**src/scd_pkg.sv**
```systemverilog
package scd_pkg;
    // register map, byte offsets on the 8-bit register port
    localparam logic [7:0] DIV_OFFSET    = 8'h95;
    localparam logic [7:0] CFG_OFFSET    = 8'h96;
    localparam logic [7:0] STAT_OFFSET   = 8'h97;
    localparam logic [7:0] DIV_RESET     = 8'h00;
    localparam logic [7:0] CFG_UNPROG    = 8'hFF;
    // clock configuration byte fields
    localparam int         CFG_SRC_LO    = 0;
    localparam int         CFG_RCFS_BIT  = 3;
    localparam int         CFG_FILT_BIT  = 4;
    // status byte fields
    localparam int         STAT_LD_BIT   = 0;
    localparam int         STAT_SRC_LO   = 1;
    localparam int         STAT_RUN_BIT  = 3;
    // rates
    localparam int         REF_CLK_MHZ   = 100;
    localparam int         RC_FULL_KHZ   = 22118;
    localparam int         XTAL_MIN_KHZ  = 4000;
    localparam int         XTAL_MAX_KHZ  = 24000;
    localparam int         FILT_CYCLES   = 2;

    typedef enum logic [1:0] {
        SRC_EXT  = 2'b00,
        SRC_XTAL = 2'b01,
        SRC_RSVD = 2'b10,
        SRC_RC   = 2'b11
    } scd_src_e;
endpackage

```
**src/scd_clock_select.sv**
```systemverilog
// How it works
// - select field 11 is RC oscillator, 01 crystal, 10 reserved.
// - RC mode with frequency select 1 uses full oscillator rate.
// - RC mode with frequency select 0 halves the oscillator rate.
// - filter enable inserts noise filter on crystal input, else bypass.
// - divisor zero passes source clock through undivided.
// - nonzero divisor N gives source rate over 2 times (N plus 1).
// - divisor register is read/write and resets to zero.
// - unprogrammed configuration byte is all ones: RC, full rate, filter.
//
// Our own choice: the strobed register port.
module scd_clock_select
    import scd_pkg::*;
#(
    parameter int FILT_LEN = FILT_CYCLES
) (
    // clock and reset
    input  wire logic       ref_clk,
    input  wire logic       arst_n,
    // non-volatile configuration bits
    input  wire logic [7:0] cfg_nv,
    // oscillator sources
    input  wire logic       rc_osc_in,
    input  wire logic       xtal_in,
    output logic            xtal_out_o,
    output logic            xtal_out_oe,
    // register port
    input  wire logic [7:0] reg_addr,
    input  wire logic [7:0] reg_wdata,
    input  wire logic       reg_we,
    input  wire logic       reg_re,
    output logic [7:0]      reg_rdata,
    // system clock enable
    output logic            sys_tick
);
    localparam int FW = $clog2(FILT_LEN + 1);

    logic [7:0]    cfg_q;
    logic          ld_done_q;
    logic [7:0]    div_q;
    logic          rc_s1_q, rc_s2_q, xt_s1_q, xt_s2_q;
    logic          xt_flt_q;
    logic [FW-1:0] flt_cnt_q;
    logic          xt_lvl, sel_lvl, prev_q, edge_d;
    logic          half_q, src_tick_d, src_tick_q;
    logic [8:0]    div_cnt_q;
    logic          sys_tick_q;
    logic [7:0]    rdata_q;
    logic          xout_q, xout_oe_q;
    scd_src_e      src_sel;
    logic          rc_mode, rc_full, flt_en;

    assign src_sel     = scd_src_e'(cfg_q[CFG_SRC_LO +: 2]);
    assign rc_mode     = (src_sel == SRC_RC);
    assign rc_full     = cfg_q[CFG_RCFS_BIT];
    assign flt_en      = cfg_q[CFG_FILT_BIT];
    assign sys_tick    = sys_tick_q;
    assign reg_rdata   = rdata_q;
    assign xtal_out_o  = xout_q;
    assign xtal_out_oe = xout_oe_q;

    function automatic logic is_write(input logic [7:0] off);
        return reg_we && (reg_addr == off);
    endfunction

    // configuration byte caught once after reset release
    always_ff @(posedge ref_clk or negedge arst_n) begin
        if (!arst_n) begin
            cfg_q     <= CFG_UNPROG;
            ld_done_q <= 1'b0;
        end else if (!ld_done_q) begin
            cfg_q     <= cfg_nv;
            ld_done_q <= 1'b1;
        end
    end

    // divisor register
    always_ff @(posedge ref_clk or negedge arst_n) begin
        if (!arst_n) begin
            div_q <= DIV_RESET;
        end else if (is_write(DIV_OFFSET)) begin
            div_q <= reg_wdata;
        end
    end

    // read data, valid only in the cycle after the strobe
    always_ff @(posedge ref_clk or negedge arst_n) begin
        if (!arst_n) begin
            rdata_q <= 8'h00;
        end else if (reg_re) begin
            unique case (reg_addr)
                DIV_OFFSET:  rdata_q <= div_q;
                CFG_OFFSET:  rdata_q <= cfg_q;
                STAT_OFFSET: begin
                    rdata_q <= 8'h00;
                    rdata_q[STAT_LD_BIT]       <= ld_done_q;
                    rdata_q[STAT_SRC_LO +: 2]  <= src_sel;
                    rdata_q[STAT_RUN_BIT]      <= (src_sel != SRC_RSVD);
                end
                default:     rdata_q <= 8'h00;
            endcase
        end else begin
            rdata_q <= 8'h00;
        end
    end

    // pin synchronisers
    always_ff @(posedge ref_clk or negedge arst_n) begin
        if (!arst_n) begin
            rc_s1_q <= 1'b0;
            rc_s2_q <= 1'b0;
            xt_s1_q <= 1'b0;
            xt_s2_q <= 1'b0;
        end else begin
            rc_s1_q <= rc_osc_in;
            rc_s2_q <= rc_s1_q;
            xt_s1_q <= xtal_in;
            xt_s2_q <= xt_s1_q;
        end
    end

    // crystal input filter: level must persist before it is accepted
    always_ff @(posedge ref_clk or negedge arst_n) begin
        if (!arst_n) begin
            xt_flt_q  <= 1'b0;
            flt_cnt_q <= '0;
        end else if (xt_s2_q == xt_flt_q) begin
            flt_cnt_q <= '0;
        end else if (flt_cnt_q == FW'(FILT_LEN - 1)) begin
            xt_flt_q  <= xt_s2_q;
            flt_cnt_q <= '0;
        end else begin
            flt_cnt_q <= flt_cnt_q + FW'(1);
        end
    end

    // source selection and edge detection
    always_comb begin
        xt_lvl = flt_en ? xt_flt_q : xt_s2_q;
        unique case (src_sel)
            SRC_RC:   sel_lvl = rc_s2_q;
            SRC_XTAL: sel_lvl = xt_lvl;
            SRC_EXT:  sel_lvl = xt_lvl;
            SRC_RSVD: sel_lvl = 1'b0;
        endcase
        edge_d     = sel_lvl && !prev_q;
        src_tick_d = edge_d && (!rc_mode || rc_full || half_q);
    end

    // halving stage for the RC oscillator
    always_ff @(posedge ref_clk or negedge arst_n) begin
        if (!arst_n) begin
            prev_q     <= 1'b0;
            half_q     <= 1'b0;
            src_tick_q <= 1'b0;
        end else begin
            prev_q     <= sel_lvl;
            src_tick_q <= src_tick_d;
            if (!ld_done_q) begin
                half_q <= 1'b0;
            end else if (edge_d && rc_mode && !rc_full) begin
                half_q <= !half_q;
            end
        end
    end

    // system clock divider
    always_ff @(posedge ref_clk or negedge arst_n) begin
        if (!arst_n) begin
            div_cnt_q  <= 9'h000;
            sys_tick_q <= 1'b0;
        end else if (!src_tick_q) begin
            sys_tick_q <= 1'b0;
        end else if (div_q == 8'h00) begin
            div_cnt_q  <= 9'h000;
            sys_tick_q <= 1'b1;
        end else if (div_cnt_q >= {div_q, 1'b1}) begin
            div_cnt_q  <= 9'h000;
            sys_tick_q <= 1'b1;
        end else begin
            div_cnt_q  <= div_cnt_q + 9'h001;
            sys_tick_q <= 1'b0;
        end
    end

    // crystal amplifier drive, off for external clock
    always_ff @(posedge ref_clk or negedge arst_n) begin
        if (!arst_n) begin
            xout_q    <= 1'b0;
            xout_oe_q <= 1'b0;
        end else begin
            xout_q    <= !xt_s2_q;
            xout_oe_q <= (src_sel == SRC_XTAL);
        end
    end

    // helpers for checks
    logic [1:0]  gap_q;
    logic [9:0]  per_q;
    logic        per_ok_q;
    always_ff @(posedge ref_clk or negedge arst_n) begin
        if (!arst_n) begin
            gap_q    <= 2'h0;
            per_q    <= 10'h000;
            per_ok_q <= 1'b0;
        end else begin
            if (!ld_done_q || src_tick_d) begin
                gap_q <= 2'h0;
            end else if (edge_d && gap_q != 2'h3) begin
                gap_q <= gap_q + 2'h1;
            end
            if (sys_tick_q) begin
                per_q <= {9'h000, src_tick_q};
            end else if (src_tick_q) begin
                per_q <= per_q + 10'h001;
            end
            if (is_write(DIV_OFFSET) || !ld_done_q) begin
                per_ok_q <= 1'b0;
            end else if (sys_tick_q) begin
                per_ok_q <= 1'b1;
            end
        end
    end
endmodule

```
**config.mk**
```make
export PLATFORM = sky130hd
export DESIGN_NAME = scd_clock_select
export DESIGN_NICKNAME = d
export VERILOG_FILES = /design/src/scd_pkg.sv /design/src/scd_clock_select.sv
export SDC_FILE = /design/constraint.sdc
export NUM_CORES = 1
export LEC_CHECK = 0
export ABC_AREA = 1
export BUFFER_PORTS_ARGS = -buffer_cell sky130_fd_sc_hd__buf_2
export CORE_MARGIN = 2
export CORE_UTILIZATION = 46
export DETAILED_ROUTE_END_ITERATION = 12
export GPL_TIMING_DRIVEN = 0
export PLACE_DENSITY = 0.7
export SLEW_MARGIN = 20
export SYNTH_ARGS = -nofsm -noshare
export SYNTH_HDL_FRONTEND = slang
export SYNTH_SLANG_ARGS = --single-unit
```
**constraint.sdc**
```tcl
create_clock -name ref_clk -period 1.8 [get_ports ref_clk]
set_input_delay 0.36 -clock ref_clk [delete_from_list [all_inputs] [get_ports ref_clk]]
set_output_delay 0.36 -clock ref_clk [all_outputs]
set_load 0.02 [all_outputs]
```
* Yosys cells after proc, flatten, opt, wreduce, memory -nomap -nowiden
Cells that the tools add are included.
** Storage, ports and cells
- Bits in registers :: 47
- Input port bits :: 30
- Output and inout port bits :: 11
- Word-level logic and storage cells :: 60
** Operators by class
- Add/sub/neg operators :: 2
- Order comparisons :: 1
- Equality and inequality tests :: 10
- Muxes and demuxes :: 13
- Bitwise logic cells :: 1
- Reduce and logical (&&, ||, !) cells :: 16
** Operators by type and width (number)
- $eq 8x8->1 const B :: 3
- $pmux 8 s3 :: 1
- $mux 9 :: 2
- $add 9x1->9 const B :: 1
- $ge 9x9->1 :: 1
- $logic_not 8->1 :: 1
- $mux 8 :: 1
- $mux 1 :: 6
- $logic_and 1x1->1 :: 5
- $logic_not 1->1 :: 5
- $eq 2x1->1 const B :: 2
- $eq 2x2->1 const B :: 2
- $mux 2 :: 2
- $pmux 1 s3 :: 1
- $add 2x1->2 const B :: 1
- $logic_not 2->1 :: 1
- $logic_or 1x1->1 :: 2
- $ne 2x1->1 const B :: 1
- $ne 2x2->1 const B :: 1
- $reduce_and 2->1 :: 1
- $reduce_or 2->1 :: 1
- $eq 1x1->1 :: 1
- $not 1->1 :: 1

* Logic depth before layout (Yosys ltp)
- Depth after elaboration :: 8
- Mapped depth :: 11
- Gate-level depth less buffers :: 10

* Worst setup path before layout
No wires, ideal clock.
- Path kind :: register to register
- Start point :: register div_q[5]
- End point :: register div_cnt_q[0]
- Library setup time :: 0.083 ns
- Arrival time :: 1.264 ns
- Required time :: 1.717 ns
- Setup slack :: 0.453 ns
- Cell stages (with the launch flop) :: 10
- Buffers on the path :: 0
- Period minus slack after synthesis :: 1.347 ns
- Path through :: dfrtp_1 > inv_1 > ha_1 > nand2_1 > inv_1 > nand2_1 > nand2_1 > nand2_1 > nand3_2 > o21ai_0
** On the way
- Cells in the longest elaborated chain, start to end :: 3
- Elaborated cells on any way between the ends :: 4
- Those cells by class :: order compare: 1; mux: 2; reduce/logical: 1
** RTL lines
- start: declaration :: line scd_clock_select.sv:40 : logic [7:0] div_q;
- start signal: assignment :: line scd_clock_select.sv:82 : div_q <= reg_wdata;
- $ge 9x9->1 :: line scd_clock_select.sv:177 : end else if (div_cnt_q >= {div_q, 1'b1}) begin
- $mux 9 :: line scd_clock_select.sv:177
- $mux 9 (*) :: line scd_clock_select.sv:174 : end else if (div_q == 8'h00) begin
- end signal: assignment :: line scd_clock_select.sv:181 : div_cnt_q <= div_cnt_q + 9'h001;
- end: declaration :: line scd_clock_select.sv:46 : logic [8:0] div_cnt_q;
Every way passes the cells marked *; elsewhere a longest branch is shown, timed or not.
A chain may end at the register's enable or synchronous reset.

* Worst setup path in the final report
- Start point :: register div_q[7]
- End point :: register div_cnt_q[0]
Same word-level chain as after synthesis.

==> impl_metrics.json <==
{
  "cts_buffer_depth": 2,
  "dieArea_um2": 5720,
  "slew_headroom": 0.624,
  "cp-start-kind": "flop",
  "root_buffer": "clkbuf_8",
  "syn_nets": 307,
  "nFillCells": 481,
  "leakage_nw": 1.51,
  "cellPowerDensity_nw_per_um2": 934,
  "numPortBuffers": 39,
  "p_sw_uw": 688,
  "maxSlewViolCount": 0,
  "crit_type": "flop to flop",
  "power.internal_mw": 1.91,
  "die_h_um": 75.6,
  "total_power_mw": 2.59,
  "postSynthCellCount": 268,
  "ir_worst_vdd_uv": 437,
  "grt_first_pass_wirelength_um": 7290,
  "antenna_found_initial": 0,
  "synth_seq_cells": 47,
  "worst-slew-pin-transition_ps": 564,
  "gp_congestion": 0.842,
  "grt_pass1_vias": 1667,
  "finalSetupViolCount": 0,
  "cp.arrival_ps": 1810,
  "synthToLayoutAreaGrowth_pct": 17.7,
  "grt_max_degree": 48,
  "rsz0062_at_grt": "false",
  "post_drt_wl_per_cell_um": 11.6,
  "yosysSeqAreaShare": 0.503,
  "synthFlopType": "dfrtp_1",
  "regArea_um2": 1190,
  "max_freq_mhz": 630,
  "cts_resized": 0,
  "synth_cell_types": 30,
  "setup_tns_ps": 0,
  "io_pins": 41,
  "firstDrtPassIters": 4,
  "synth_edf_count": 0,
  "yosysTopAreaCellShare": 0.414,
  "post-place-ws_ps": 237,
  "die_x_um": 75.6,
  "ant_nets": 0,
  "avgSynthCellArea_um2": 8.80,
  "drt_iter0_drc": 83,
  "p_clk_frac": 0.351,
  "gr-usage-all-layers": 0.171,
  "overflow": 0,
  "holdCritPathClass": "input port to asynchronous set/reset pin",
  "end_kind": "flop",
  "worstPathRequired_ps": 2020,
  "netlist_top_cells_area": "dfrtp_1 (41%), nand2_1 (9.5%), dfstp_2 (8.9%)",
  "final_nets": 353,
  "skew_ps": 9.31,
  "clk_pin_slew_ps": 90,
  "hold_viol_final": 0,
  "synthArstFlopShare": 1.00,
  "fin_crit_ps": 1590,
  "multi_input_area_um2": 978,
  "clk_latency_ps": 300,
  "antenna_cells": 0,
  "start_util": 0.468,
  "core_area_um2": 5040,
  "yosys_warnings": 0,
  "swShare": 0.265,
  "finalWorstSetupSlack_ps": 212,
  "drv_cap": 0,
  "layout-drive-gt1-share": 0.283,
  "core.rowCount": 26,
  "viasPerCell": 4.70,
  "post_cts_buffers": 0,
  "crit_fanout": 10,
  "place_hpwl_um": 3350,
  "seqPwrFrac": 0.499,
  "htree_levels": 2,
  "numCtsBuffers": 5,
  "synth_top_area_cell": "dfrtp_1",
  "status": "finished, final reports clean",
  "syn_area_um2": 2360,
  "post-route-util": 0.551,
  "combinationalPowerShare": 0.151,
  "clock-sinks": 47,
  "routed_wl_um": 4460,
  "post-route-drc-count": 0,
  "cts_hold_buf": 0,
  "via_count": 1809,
  "period_share": 0.882,
  "cts_tree": "yes"
}
-- metrics by stage --
stage                     hold slack [ps]  cell area [um^2]  instances
after global routing                 91.2              2780        385
after floorplan                      64.4              2360        268
after CTS                             152              2770        385
final                                52.7              2780        385
after global placement                333              2640        377
after detailed placement              337              2640        377
-- worst max-delay path: stages (launching register included) --
cell and delay (ps):
dfrtp_1 410, inv_1 90, ha_1 310, a21o_1 160, nor2_1 120, nand3_2 200
o21ai_0 210
-- state kept, by name (all words and copies together), names as in the netlist --
name	count
rc_s2_q	1
src_tick_q	1
cfg_q	8
reg_rdata	8
rc_s1_q	1
div_q	8
sys_tick	1
xt_flt_q	1
half_q	1
xtal_out_oe	1
prev_q	1
xt_s2_q	1
div_cnt_q	9
xt_s1_q	1
xtal_out_o	1
flt_cnt_q	2
ld_done_q	1
-- kinds of logic (layout without fill, tap and decap cells) --
kind of cell | Yosys count | count (layout) | synth area share
AO/OA/AOI/OAI | 32 | 32 | 0.0865
XOR/XNOR | 5 | 5 | 0.0186
adder cells (fa/ha/maj) | 9 | 9 | 0.0477
buffers and inverters | 45 | 92 | 0.0822
flip-flops | 47 | 47 | 0.503
multiplexers | 1 | 1 | 0.00424
other | 1 | 1 | 0.00159
AND/OR/NAND/NOR | 128 | 128 | 0.256
-- cell usage after synthesis (all sizes together) (3+ instances only) --
master,number
ha,9
inv,38
a21oi,23
dfrtp,39
buf,5
o21ai,6
nand3,28
nand2,66
nand4,3
xor2,3
dfstp,8
nor2,28
-- layout by cell type, fill, tap and decap left out, drive strengths merged, types with 6 or more instances in the layout --
cell type and count:
a21oi 23, buf 44, clkbuf 8, dfrtp 39
dfstp 8, ha 9, inv 38, nand2 66
nand3 28, nor2 28, o21ai 6
-- power by group through the flow --
stage                     clock, mW  sequential (mW)  combinational (mW)
after detailed placement          0             1.31               0.395
after global placement            0             1.30               0.377
final                         0.909             1.29               0.391
after floorplan                   0             1.29               0.279
after global routing          0.954             1.31               0.455
after CTS                     0.914             1.29               0.398
-- metal layers --
layer  wire length (um)  vias to the layer above  global-route usage
li1                   -                      933                   -
met1               2090                      832               0.215
met2               2150                       37               0.291
met3                151                        7              0.0357
met4                 64                        0              0.0643
met5                  0                        -                   0
-- layout make-up --
type / count / area share
sequential: 47 / 0.427
clock inverter: 2 / 0.0216
clock buffer: 6 / 0.0261
inverter: 38 / 0.0514
timing repair buffer: 39 / 0.0712
multi-input combinational: 176 / 0.352
buffer: 7 / 0.0185
tap: 70 / 0.0315
-- worst paths after layout --
kind | startpoint | to | slack [ps] | depth (start not counted)
worst max register to register | div_q[7] | div_cnt_q[0] | 210 | 6
min in group ref_clk | xtal_in | xt_s1_q | 160 | 1
worst min-delay path | arst_n | flt_cnt_q[0] | 50 | 1
max in group asynchronous | arst_n | cfg_q[0] | 1360 | 1
worst max-delay path | div_q[7] | div_cnt_q[0] | 210 | 6
worst min register to register | xt_s1_q | xt_s2_q | 350 | 0
(Power assumes the default switching activity.)
